[src/hw/rtcam_pkg.sv]
// Constants shared by the alarm match unit: offsets, field masks, resets
package rtcam_pkg;

	// Register bus widths
	localparam int unsigned ADDR_W = 8;
	localparam int unsigned DATA_W = 8;

	// Alarm1 target locations
	localparam logic [7:0] OFS_A1_SECONDS = 8'h08;
	localparam logic [7:0] OFS_A1_MINUTES = 8'h09;
	localparam logic [7:0] OFS_A1_HOURS = 8'h0a;
	localparam logic [7:0] OFS_A1_DAYS = 8'h0b;
	localparam logic [7:0] OFS_A1_MONTHS = 8'h0c;
	// Alarm2 target locations
	localparam logic [7:0] OFS_A2_MINUTES = 8'h0d;
	localparam logic [7:0] OFS_A2_HOURS = 8'h0e;
	localparam logic [7:0] OFS_A2_WEEKDAYS = 8'h0f;
	// Field enable register
	localparam logic [7:0] OFS_ENABLES = 8'h10;

	// First and last target offsets, for the storage array
	localparam logic [7:0] OFS_TGT_FIRST = OFS_A1_SECONDS;
	localparam logic [7:0] OFS_TGT_LAST = OFS_A2_WEEKDAYS;
	localparam int unsigned TGT_NUM = 8;
	localparam int unsigned TGT_IDX_W = 3;

	// Target slot indices within the storage array
	localparam logic [2:0] IDX_A1_SECONDS = 3'h0;
	localparam logic [2:0] IDX_A1_MINUTES = 3'h1;
	localparam logic [2:0] IDX_A1_HOURS = 3'h2;
	localparam logic [2:0] IDX_A1_DAYS = 3'h3;
	localparam logic [2:0] IDX_A1_MONTHS = 3'h4;
	localparam logic [2:0] IDX_A2_MINUTES = 3'h5;
	localparam logic [2:0] IDX_A2_HOURS = 3'h6;
	localparam logic [2:0] IDX_A2_WEEKDAYS = 3'h7;

	// Implemented bits in calendar mode
	localparam logic [7:0] CAL_MASK_SECONDS = 8'h7f;
	localparam logic [7:0] CAL_MASK_MINUTES = 8'h7f;
	localparam logic [7:0] CAL_MASK_HOURS = 8'h3f;
	localparam logic [7:0] CAL_MASK_DAYS = 8'h3f;
	localparam logic [7:0] CAL_MASK_MONTHS = 8'h1f;
	localparam logic [7:0] CAL_MASK_WEEKDAYS = 8'h07;

	// Implemented bits in elapsed-time mode
	localparam logic [7:0] SW_MASK_SECONDS = 8'h7f;
	localparam logic [7:0] SW_MASK_MINUTES = 8'h7f;
	localparam logic [7:0] SW_MASK_HOUR_PAIR = 8'hff;

	// Enable bit positions, calendar mode
	localparam int unsigned EN_A2_WEEKDAY = 7;
	localparam int unsigned EN_A2_HOUR = 6;
	localparam int unsigned EN_A2_MINUTE = 5;
	localparam int unsigned EN_A1_MONTH = 4;
	localparam int unsigned EN_A1_DAY = 3;
	localparam int unsigned EN_A1_HOUR = 2;
	localparam int unsigned EN_A1_MINUTE = 1;
	localparam int unsigned EN_A1_SECOND = 0;
	// Enable bit positions, elapsed-time mode
	localparam int unsigned EN_SW_A2_HOURS_HIGH = 7;
	localparam int unsigned EN_SW_A2_HOURS_LOW = 6;
	localparam int unsigned EN_SW_A1_HOURS_HIGH = 4;
	localparam int unsigned EN_SW_A1_HOURS_MID = 3;
	localparam int unsigned EN_SW_A1_HOURS_LOW = 2;

	// Alarm1 and alarm2 groups of the enable register
	localparam logic [7:0] EN_A1_GROUP = 8'h1f;
	localparam logic [7:0] EN_A2_GROUP = 8'he0;

	// Reset values
	localparam logic [7:0] RST_ENABLES = 8'h00;
	localparam logic [7:0] RST_TARGET = 8'h00;
	localparam logic [7:0] RD_UNMAPPED = 8'h00;

endpackage : rtcam_pkg

[src/hw/rtcam_match_unit.sv]
// Two-alarm match unit of a real-time clock, calendar and elapsed-time modes
//
// Behaviour
// - Enable bits: alarm2 7..5, alarm1 4..0.
// - Alarm1 targets held at 08h to 0Ch.
// - Calendar alarm1 compares enabled second..month fields.
// - Alarm2 targets held at 0Dh to 0Fh.
// - Calendar alarm2 compares minute, hour, weekday.
// - Disabled fields never affect the match.
// - Full enabled match on increment sets flag.
// - Flag stays set until host clears it.
// - Matching increment raises an interrupt request.
// - Elapsed alarm1 spans seconds to 999999 hours.
// - Elapsed alarm2 spans minutes to 9999 hours.
// - Elapsed targets BCD; hour bytes two digits.
// - Bits absent in both layouts store nothing; absent bits match nothing.
// - Elapsed bits 7..5 enable alarm2 fields.
// - Elapsed bits 4..0 enable alarm1 fields.
// - Mode bit set selects elapsed-time layouts.
// - Elapsed alarm1 compares seconds, minutes, hours.
// - Cleared flag resets only on next match.
`timescale 1ns/1ps

module rtcam_match_unit
	import rtcam_pkg::*;
(
	// Clock and reset
	input wire logic clk,
	input wire logic reset_n,
	// Register access port
	input wire logic [ADDR_W-1:0] reg_addr,
	input wire logic [DATA_W-1:0] reg_wdata,
	input wire logic reg_wr,
	input wire logic reg_rd,
	output logic [DATA_W-1:0] reg_rdata,
	// Mode select, from the clock's function register
	input wire logic elapsed_time_select,
	// Increment strobe from the time counters
	input wire logic time_tick,
	// Current time counters, BCD, valid with time_tick
	input wire logic [7:0] cnt_seconds,
	input wire logic [7:0] cnt_minutes,
	input wire logic [7:0] cnt_hours,
	input wire logic [7:0] cnt_days,
	input wire logic [7:0] cnt_weekdays,
	input wire logic [7:0] cnt_months,
	input wire logic [7:0] cnt_sw_hours_mid,
	input wire logic [7:0] cnt_sw_hours_high,
	// Flag clear commands from the flags register
	input wire logic alarm1_flag_clr,
	input wire logic alarm2_flag_clr,
	// Sticky flags and interrupt request pulses
	output logic alarm1_flag,
	output logic alarm2_flag,
	output logic alarm1_irq_pulse,
	output logic alarm2_irq_pulse
);

	// One field compare: a disabled field always passes
	function automatic logic field_hit(
		input logic en,
		input logic [7:0] target,
		input logic [7:0] count,
		input logic [7:0] mask
	);
		// XOR under the mask finds any differing implemented bit
		field_hit = !en || (((target ^ count) & mask) == 8'h00);
	endfunction : field_hit

	// Nonzero test of one alarm's enable group
	function automatic logic group_any(
		input logic [7:0] en,
		input logic [7:0] group
	);
		group_any = (en & group) != 8'h00;
	endfunction : group_any

	// Bits stored per target slot: union of both mode layouts
	function automatic logic [7:0] store_mask(input logic [2:0] idx);
		unique case (idx)
			IDX_A1_SECONDS: store_mask = SW_MASK_SECONDS;
			IDX_A1_MINUTES: store_mask = SW_MASK_MINUTES;
			IDX_A2_MINUTES: store_mask = SW_MASK_MINUTES;
			// Hour pairs need all eight bits in elapsed mode
			IDX_A1_HOURS: store_mask = SW_MASK_HOUR_PAIR;
			IDX_A1_DAYS: store_mask = SW_MASK_HOUR_PAIR;
			IDX_A1_MONTHS: store_mask = SW_MASK_HOUR_PAIR;
			IDX_A2_HOURS: store_mask = SW_MASK_HOUR_PAIR;
			IDX_A2_WEEKDAYS: store_mask = SW_MASK_HOUR_PAIR;
		endcase
	endfunction : store_mask

	// Bits that count in the current mode, per target slot
	function automatic logic [7:0] mode_mask(
		input logic [2:0] idx,
		input logic sw
	);
		unique case (idx)
			// Seconds and minutes keep one layout in both modes
			IDX_A1_SECONDS: mode_mask = CAL_MASK_SECONDS;
			IDX_A1_MINUTES: mode_mask = CAL_MASK_MINUTES;
			IDX_A2_MINUTES: mode_mask = CAL_MASK_MINUTES;
			IDX_A1_HOURS: mode_mask = sw ? SW_MASK_HOUR_PAIR : CAL_MASK_HOURS;
			IDX_A2_HOURS: mode_mask = sw ? SW_MASK_HOUR_PAIR : CAL_MASK_HOURS;
			IDX_A1_DAYS: mode_mask = sw ? SW_MASK_HOUR_PAIR : CAL_MASK_DAYS;
			IDX_A1_MONTHS: mode_mask = sw ? SW_MASK_HOUR_PAIR : CAL_MASK_MONTHS;
			IDX_A2_WEEKDAYS: mode_mask = sw ? SW_MASK_HOUR_PAIR : CAL_MASK_WEEKDAYS;
		endcase
	endfunction : mode_mask

	// Alarm target storage, one byte per slot
	// Hour pair slots keep all eight bits for elapsed mode
	logic [7:0] target_q [TGT_NUM];
	// Field enable register
	logic [7:0] enables_q;
	// Read data holding register
	logic [7:0] rdata_q;
	// Flags and pulses
	logic a1_flag_q;
	logic a2_flag_q;
	logic a1_pulse_q;
	logic a2_pulse_q;

	// Address decode
	// tgt_idx is only meaningful while tgt_sel is high
	logic tgt_sel;
	logic en_sel;
	logic [2:0] tgt_idx;
	logic [7:0] tgt_ofs;

	// Per-field hits
	// Slots f2..f4 change meaning with the mode
	logic a1_hit_sec;
	logic a1_hit_min;
	logic a1_hit_f2;
	logic a1_hit_f3;
	logic a1_hit_f4;
	logic a2_hit_min;
	logic a2_hit_f1;
	logic a2_hit_f2;
	// Counters seen by the mode-dependent slots
	logic [7:0] a1_cnt_f3;
	logic [7:0] a1_cnt_f4;
	logic [7:0] a2_cnt_f1;
	logic [7:0] a2_cnt_f2;
	// Whole-alarm match on this increment
	logic a1_match;
	logic a2_match;
	// At least one field enabled, per alarm
	logic a1_any_en;
	logic a2_any_en;

	// Decode: the eight target slots are contiguous
	always_comb begin
		tgt_ofs = reg_addr - OFS_TGT_FIRST;
		tgt_idx = tgt_ofs[TGT_IDX_W-1:0];
		// Out-of-range addresses wrap in tgt_ofs; tgt_sel fences them
		tgt_sel = (reg_addr >= OFS_TGT_FIRST) && (reg_addr <= OFS_TGT_LAST);
		en_sel = (reg_addr == OFS_ENABLES);
	end

	// Target registers, no reset value is defined for them
	// alarm1 slots 08h..0Ch, alarm2 slots 0Dh..0Fh
	always_ff @(posedge clk or negedge reset_n) begin
		if (!reset_n) begin
			// A known start value keeps reads free of unknowns
			for (int i = 0; i < TGT_NUM; i++) begin
				target_q[i] <= RST_TARGET;
			end
		end else if (reg_wr && tgt_sel) begin
			target_q[tgt_idx] <= reg_wdata & store_mask(tgt_idx);
		end
	end

	// Field enable register, cleared at reset
	// alarm groups and disabled reset
	always_ff @(posedge clk or negedge reset_n) begin
		if (!reset_n) begin
			enables_q <= RST_ENABLES;
		end else if (reg_wr && en_sel) begin
			// All eight bits exist in both modes
			enables_q <= reg_wdata;
		end
	end

	// Read port, data one cycle after the strobe
	// Read masking follows the mode, so absent bits read zero
	// Data stands until the next read strobe
	always_ff @(posedge clk or negedge reset_n) begin
		if (!reset_n) begin
			rdata_q <= RD_UNMAPPED;
		end else if (reg_rd) begin
			if (tgt_sel) begin
				rdata_q <= target_q[tgt_idx]
					& mode_mask(tgt_idx, elapsed_time_select);
			end else if (en_sel) begin
				// Enable register reads back whole
				rdata_q <= enables_q;
			end else begin
				// Unmapped locations read zero
				rdata_q <= RD_UNMAPPED;
			end
		end
	end

	// Counters behind the mode-dependent slots
	// mode bit chooses the layout
	always_comb begin
		if (elapsed_time_select) begin
			// elapsed hour bytes low, mid, high
			a1_cnt_f3 = cnt_sw_hours_mid;
			a1_cnt_f4 = cnt_sw_hours_high;
			// alarm2 hour pair low and mid
			a2_cnt_f1 = cnt_hours;
			// Alarm2 top byte lines up with the mid counter byte
			a2_cnt_f2 = cnt_sw_hours_mid;
		end else begin
			// Calendar: slots follow their names
			// day and month counters
			a1_cnt_f3 = cnt_days;
			a1_cnt_f4 = cnt_months;
			a2_cnt_f1 = cnt_hours;
			a2_cnt_f2 = cnt_weekdays;
		end
	end

	// Alarm1 field compares; enable positions coincide in both modes
	// The mode mask drops absent bits from target and counter alike
	// disabled fields always pass
	// BCD compare under the mode mask
	// absent bits take no part in a match
	always_comb begin
		a1_hit_sec = field_hit(enables_q[EN_A1_SECOND],
			target_q[IDX_A1_SECONDS], cnt_seconds,
			mode_mask(IDX_A1_SECONDS, elapsed_time_select));
		a1_hit_min = field_hit(enables_q[EN_A1_MINUTE],
			target_q[IDX_A1_MINUTES], cnt_minutes,
			mode_mask(IDX_A1_MINUTES, elapsed_time_select));
		// bit 2 also enables low hour byte
		a1_hit_f2 = field_hit(enables_q[EN_A1_HOUR],
			target_q[IDX_A1_HOURS], cnt_hours,
			mode_mask(IDX_A1_HOURS, elapsed_time_select));
		// mid and high bytes reach 999999
		a1_hit_f3 = field_hit(enables_q[EN_A1_DAY],
			target_q[IDX_A1_DAYS], a1_cnt_f3,
			mode_mask(IDX_A1_DAYS, elapsed_time_select));
		a1_hit_f4 = field_hit(enables_q[EN_A1_MONTH],
			target_q[IDX_A1_MONTHS], a1_cnt_f4,
			mode_mask(IDX_A1_MONTHS, elapsed_time_select));
	end

	// Alarm2 field compares, same masking as alarm1
	// disabled alarm2 fields always pass
	always_comb begin
		a2_hit_min = field_hit(enables_q[EN_A2_MINUTE],
			target_q[IDX_A2_MINUTES], cnt_minutes,
			mode_mask(IDX_A2_MINUTES, elapsed_time_select));
		// bits 6 and 7 enable hour bytes
		a2_hit_f1 = field_hit(enables_q[EN_A2_HOUR],
			target_q[IDX_A2_HOURS], a2_cnt_f1,
			mode_mask(IDX_A2_HOURS, elapsed_time_select));
		a2_hit_f2 = field_hit(enables_q[EN_A2_WEEKDAY],
			target_q[IDX_A2_WEEKDAYS], a2_cnt_f2,
			mode_mask(IDX_A2_WEEKDAYS, elapsed_time_select));
	end

	// Whole-alarm match, only on an increment and with any enable
	// Without the enable term an all-disabled alarm would fire each tick
	// no enables, no match
	always_comb begin
		a1_any_en = group_any(enables_q, EN_A1_GROUP);
		a2_any_en = group_any(enables_q, EN_A2_GROUP);
	end

	// Counters are valid only in the tick cycle, so the tick gates all
	// one evaluation per increment
	always_comb begin
		a1_match = time_tick && a1_any_en
			&& a1_hit_sec && a1_hit_min && a1_hit_f2
			&& a1_hit_f3 && a1_hit_f4;
		a2_match = time_tick && a2_any_en
			&& a2_hit_min && a2_hit_f1 && a2_hit_f2;
	end

	// Alarm1 sticky flag; a match wins over a clear in one cycle
	// match sets the flag
	// re-set only on a later match
	always_ff @(posedge clk or negedge reset_n) begin
		if (!reset_n) begin
			a1_flag_q <= 1'b0;
		end else if (a1_match) begin
			// Set wins over a clear in the same cycle
			a1_flag_q <= 1'b1;
		end else if (alarm1_flag_clr) begin
			// Host clear command, no match pending
			a1_flag_q <= 1'b0;
		end
	end

	// Alarm2 sticky flag, same priority as alarm1
	// match sets the flag
	// re-set only on a later match
	always_ff @(posedge clk or negedge reset_n) begin
		if (!reset_n) begin
			a2_flag_q <= 1'b0;
		end else if (a2_match) begin
			// A lost clear is safer than a lost alarm
			a2_flag_q <= 1'b1;
		end else if (alarm2_flag_clr) begin
			// Host clear command, no match pending
			a2_flag_q <= 1'b0;
		end
	end

	// Interrupt request pulses, repeated even if a flag is still set
	// Not gated by the flag, so an uncleared alarm still repeats
	// one pulse per matching increment
	always_ff @(posedge clk or negedge reset_n) begin
		if (!reset_n) begin
			a1_pulse_q <= 1'b0;
			a2_pulse_q <= 1'b0;
		end else begin
			// Each pulse lasts exactly one clock
			a1_pulse_q <= a1_match;
			a2_pulse_q <= a2_match;
		end
	end

	// Outputs, all from flip-flops
	// Nothing here is combinational, so outputs move only on edges
	assign reg_rdata = rdata_q;
	assign alarm1_flag = a1_flag_q;
	assign alarm2_flag = a2_flag_q;
	assign alarm1_irq_pulse = a1_pulse_q;
	assign alarm2_irq_pulse = a2_pulse_q;

endmodule : rtcam_match_unit

[config.mk]
export PLATFORM = sky130hd
export DESIGN_NAME = rtcam_match_unit
export DESIGN_NICKNAME = d
export VERILOG_FILES = /design/src/hw/rtcam_pkg.sv /design/src/hw/rtcam_match_unit.sv
export SDC_FILE = /design/constraint.sdc
export NUM_CORES = 1
export LEC_CHECK = 0
export ABC_AREA = 1
export BUFFER_PORTS_ARGS = -buffer_cell sky130_fd_sc_hd__buf_2
export CORE_UTILIZATION = 47
export CTS_CLUSTER_SIZE = 25
export DETAILED_ROUTE_END_ITERATION = 10
export PLACE_DENSITY = 0.7
export SYNTH_ARGS = -nofsm -noshare
export SYNTH_HDL_FRONTEND = slang
export SYNTH_SLANG_ARGS = --single-unit
[constraint.sdc]
create_clock -name clk -period 3.6 [get_ports clk]
set_clock_uncertainty 0.15 [all_clocks]
set_input_delay 0.54 -clock clk [delete_from_list [all_inputs] [get_ports clk]]
set_output_delay 0.54 -clock clk [all_outputs]
set_load 0.01 [all_outputs]
# Word-level counts from Yosys, hierarchy flattened
# Memories as Yosys holds them, arrays and structs flattened.
# Cells that the tools add are included.
dict set report totals {
  register_bits 84
  mem_bits_rw 0
  output_inout_bits 12
  memories 1
  wordCells 111
  mem_bits_ro 8
  latch_bits 0
  inputBits 88
}
dict set report classes {
  reduce_logical 45
  mux 22
  n_mul 0
  n_bitwise 16
  shift 0
  addsub 1
  n_lt_le_gt_ge 4
  div 0
  eq_ne 8
}
# memory depth word_bits read_ports rd_clocked_by_memory_dff write_ports line
set memory_table {}
lappend memory_table {{(name not given)} 8 1 1 0 0 rtcam_match_unit.sv:80} ;# unique case (idx)
# cell count
set op_table {}
lappend op_table {{$mux W8} 14}
lappend op_table {{$bwmux W64} 1}
lappend op_table {{$logic_not A8 Y1} 8}
lappend op_table {{$and A8 B8 Y8} 7}
lappend op_table {{$xor A8 B8 Y8} 5}
lappend op_table {{$pmux W8 S4} 1}
lappend op_table {{$bmux W8 S3} 1}
lappend op_table {{$demux W8 S3} 1}
lappend op_table {{$xor A7 B7 Y7} 3}
lappend op_table {{$reduce_bool A8 Y1} 2}
lappend op_table {{$logic_and A1 B1 Y1} 14}
lappend op_table {{$eq A3 B3 Y1 const B} 4}
lappend op_table {{$eq A8 B5 Y1 const B} 1}
lappend op_table {{$ge A8 B4 Y1 const B} 1}
lappend op_table {{$le A8 B4 Y1 const B} 1}
lappend op_table {{$logic_not A1 Y1} 8}
lappend op_table {{$logic_or A1 B1 Y1} 8}
lappend op_table {{$eq A3 B2 Y1 const B} 2}
lappend op_table {{$reduce_or A3 Y1} 2}
lappend op_table {{$ge A4 B4 Y1 const B} 1}
lappend op_table {{$lt A4 B1 Y1 const B} 1}
lappend op_table {{$mux W1} 4}
lappend op_table {{$not A3 Y4} 1}
lappend op_table {{$reduce_bool A2 Y1} 2}
lappend op_table {{other kinds (3)} 3}

# Longest topological paths before layout
dict set report depth {
  word_depth 9
  depth_mapped 13
  mapped_depth_nobuf 12
}

# Worst setup path after synthesis
# Ideal clock, no wire load.
dict set report synth_path {
  path_kind {input-to-reg}
  start {input port reg_addr[7]}
  end {register target_q[45] (netlist bit)}
  n_path_buf 1
  required_time_ps 3321
  cell_stages 10
  arrival_ps 1623
  slack_ps 1697
  setup_time_ps 129
  path_cell_list {or2_4 > nor2_2 > nand3_2 > inv_2 > nand2_4 > clkinv_4 > nand3_4 > buf_2 > nand2_1 > o21ai_0}
}
dict set report synth_via {
  elab_chain_cells 3
  word_cells_on_any_way 4
  classes_between {order compare: 2; reduce/logical: 2}
}
# element line
set synth_rtl {}
lappend synth_rtl {{start, declared} rtcam_match_unit.sv:31} ;# input wire logic [ADDR_W-1:0] reg_addr,
lappend synth_rtl {{$ge A8 B4 Y1 or $le A8 B4 Y1 (tied branches)} rtcam_match_unit.sv:158} ;# tgt_sel = (reg_addr >= OFS_TGT_FIRST) && (reg_addr <= OFS_TGT_LAST);
lappend synth_rtl {{$logic_and A1 B1 Y1 (*)} rtcam_match_unit.sv:158}
lappend synth_rtl {{$logic_and A1 B1 Y1 (*)} rtcam_match_unit.sv:170} ;# end else if (reg_wr && tgt_sel) begin
lappend synth_rtl {{end signal, assigned by index} rtcam_match_unit.sv:171} ;# target_q[tgt_idx] <= reg_wdata & store_mask(tgt_idx);
lappend synth_rtl {{end, declared} rtcam_match_unit.sv:113} ;# logic [7:0] target_q [TGT_NUM];
# Every way passes the cells marked *; elsewhere a longest branch is shown, timed or not.
# A chain may end at the register's enable or synchronous reset.

# Worst setup path after layout
dict set report layout_path {
  start {input port reg_addr[2]}
  end {register enables_q[7]}
}
dict set report layout_via {
  elab_chain_cells 2
}
# element line
set layout_rtl {}
lappend layout_rtl {{$eq A8 B5 Y1} rtcam_match_unit.sv:159} ;# en_sel = (reg_addr == OFS_ENABLES);
lappend layout_rtl {{$logic_and A1 B1 Y1} rtcam_match_unit.sv:180} ;# end else if (reg_wr && en_sel) begin
lappend layout_rtl {{end signal, assigned} rtcam_match_unit.sv:182} ;# enables_q <= reg_wdata;
lappend layout_rtl {{end, declared} rtcam_match_unit.sv:115} ;# logic [7:0] enables_q;
# No other way between the ends.

==> run_results.csv <==
group,metric,value,unit
outcome,status,"completed",
grt,grt_start_max_net_pins,85,
yosys,yosysMostFrequentCell,"nand2_1",
setup_path,cp-start-kind,"primary input",
yosys,synth_compound_area_share,13.1,%
clock_network,cts-resized-gates,0,
drt,vias_per_cell,5.32,
placed_design,dp.cells,857,
grt,grt.total_usage,28.2,%
floorplan,die_h,104,µm
yosys,ys_warn_count,0,
timing,fin_setup_tns,0,ns
placed_design,numPortBuffers,87,
placed_design,gp_congestion,0.876,
drt,via_count,4641,
timing,max_clock_freq,438,MHz
flow_run,cap_violations,0,
timing,finalHoldViolCount,0,
worst_hold_path,hold_path.class,"in2async",
drt,drc,0,
clock_network,cts.sinks,84,
clock_network,cts-buffers-inserted,9,
timing,layout_min_cycle_time,2.28,ns
yosys,avgSynthCellArea,7.50,µm²
setup_path,timing.rr.start,"target_q[41]",
yosys,yosysTopAreaCell,"dfrtp_1",
setup_path,r2r_slack,1.89,ns
yosys,synthXorXnorAreaFrac,6.43,%
floorplan,die_w,104,µm
grt,grt_first_pass_wirelength,23300,µm
drt,wirelength,14300,µm
timing,worst-slew-pin-transition,1.07,ns
yosys,synth_cells,654,
yosys,netlist-cell-type-count,38,
floorplan,initial_utilization,49.2,%
clock_network,clk_latency,0.37,ns
yosys,synth_top_family_by_area,"simple AND/OR/NAND/NOR gates",
cells_and_area,drive_gt1_share,17.5,%
yosys,synth_edf_count,0,
clock_network,hold_buffers,0,
cells_and_area,final-instance-count-excl-fill,872,
clock_network,clk_pin_slew,0.09,ns
floorplan,rows,36,
power_and_ir_drop,p_leak,2.75,nW
cells_and_area,n_antenna_cell,0,
placed_design,hpwl,10700,µm
cells_and_area,nets,823,
setup_path,r2r_cells,9,
setup_path,end_kind,"flip-flop",
floorplan,io-pin-count,100,
drt,dr.first_iter.drc_count,314,
yosys,yosys-top-cells-area,"dfrtp_1 43%, nand2_1 18%, o21ai_0 6.7%, inv_1 4.6%, xnor2_1 3.9%",
cells_and_area,fill_cells,975,
yosys,synthSimpleGateAreaFrac,30.0,%
grt,antenna_found_initial,0,
grt,overflow,0,
drt,postRouteAntennaNets,0,
timing,fin_crit_sh,63.4,%
timing,final_max_slew_viol_count,0,
grt,grt_pass1_vias,4399,
drt,drt_pass1_iterations,5,
floorplan,core-area,9950,µm²
yosys,muxShareOfSynthArea,0.230,%
power_and_ir_drop,ir_drop,285,µV
setup_path,r2r_end,"alarm1_flag",
yosys,synth_top_area_share,42.9,%
timing,setup_viol,0,
timing,maxSlewHeadroom,28.8,%
floorplan,dieArea,10800,µm²
setup_path,arrival,2.39,ns
yosys,ys_top_cells_by_count,"229 x nand2_1, 84 x dfrtp_1, 66 x o21ai_0",
yosys,syn_area,4900,µm²
clock_network,cts.path.max_buffers,2,
clock_network,cts_setup_buffers,0,
yosys,synth_ff_type,"dfrtp_1",
setup_path,path_class,"in2reg",
yosys,synthArstFlopShare,100,%
yosys,syn-num-nets,742,
yosys,ys_seq_area_share,42.9,%
clock_network,cts_tree,"yes",
cells_and_area,synthToLayoutAreaGrowth,14.4,%
power_and_ir_drop,power-per-cell-area,364,nW/µm²
yosys,synth_adder_area_share,0,%
setup_path,required,3.71,ns
setup_path,cp_max_fo,15,
clock_network,cts_root_buf,"clkbuf_8",
clock_network,cts_max_level,3,
drt,wire_per_inst,16.4,µm
timing,rsz0062_at_grt,"false",
yosys,ys_ff_latch,84,
==> area by class of cell <==
cell class                 instances  area [µm²]  share of cell area, %
clock buffer                      10         138                   2.45
timing repair buffer              89         453                   8.08
multi-input combinational        485        2440                   43.6
tap                              133         166                   2.97
sequential                        84        2100                   37.5
inverter                          66         253                   4.51
clock inverter                     5        52.6                  0.937
==> cell families (layout without fill, tap and decap cells) <==
kind of cell | count (synthesis) | after routing
muxes | 1 | 1
and+or+nand+nor | 331 | 331
DFF | 84 | 84
AOI/OAI and AO/OA | 117 | 117
buffers and inverters | 85 | 170
xor gates and xnor gates | 36 | 36
==> state kept, by name, indices dropped and copies added (netlist names) <==
signal            count
alarm2_flag           1
enables_q             8
alarm1_irq_pulse      1
reg_rdata             8
target_q             64
alarm1_flag           1
alarm2_irq_pulse      1
==> layout by cell type (no fill, tap or decap), drive strengths merged <==
master,synthesis,final
nand3b,3,3
o21ai,73,73
nor2,45,45
nand2,233,233
o22ai,4,4
o2111ai,4,4
nand3,29,29
and2,2,2
o21a,1,1
o31a,1,1
a21oi,21,21
clkbuf,3,10
nor3,5,5
clkinvlp,0,1
mux2,1,1
or2,3,3
a22oi,9,9
nand4,11,11
o211ai,4,4
inv,64,64
xor2,14,14
clkinv,2,5
xnor2,22,22
dfrtp,84,84
bufinv,0,1
buf,16,89
==> layer usage <==
metal | up-vias | part of all wire, % | global-route usage (%)
li1 | 2256 | - | -
met1 | 2172 | 45 | 38.8
met2 | 185 | 45 | 44.3
met3 | 28 | 6.4 | 3.63
met4 | 0 | 3.2 | 13.0
met5 | - | 0 | 0
==> metrics by stage <==
step / hold WS (ns) / utilization (%) / worst slack (ns) / cell area, µm² / power, mW
5_1_grt: 0.246 / 56.3 / 1.10 / 5610 / 2.14
2_1_floorplan: 0.0944 / - / 1.70 / 4900 / 1.24
4_1_cts: 0.235 / 56.3 / 1.32 / 5610 / 2.05
6_report: 0.195 / 56.3 / 1.32 / 5610 / 2.04
3_3_place_gp: 0.309 / 54.4 / 0.931 / 5420 / 1.37
3_5_place_dp: 0.314 / 54.4 / 0.924 / 5420 / 1.39
==> power breakdown <==
part | switching (mW) | internal (mW)
logic | 0.201 | 0.127
registers | 0.0501 | 0.991
clock network | 0.342 | 0.332
total | 0.592 | 1.45
==> worst max-delay path: stages <==
cell and delay, ns:
buf_2 0.22, inv_1 0.45, nand4_1 0.23, nor3_4 0.33, nand2_2 0.25, mux2_1 0.36
==> worst max-delay path by stage <==
stage,start,to,slack [ns]
floorplan,reg_addr[7],target_q[45],1.70
global placement,reg_addr[2],enables_q[7],0.93
detailed placement,reg_addr[2],enables_q[7],0.92
CTS,elapsed_time_select,alarm1_flag,1.32
global route,elapsed_time_select,alarm1_flag,1.10
finish,reg_addr[2],enables_q[7],1.32
No activity file was read; power rests on OpenSTA's default activity.
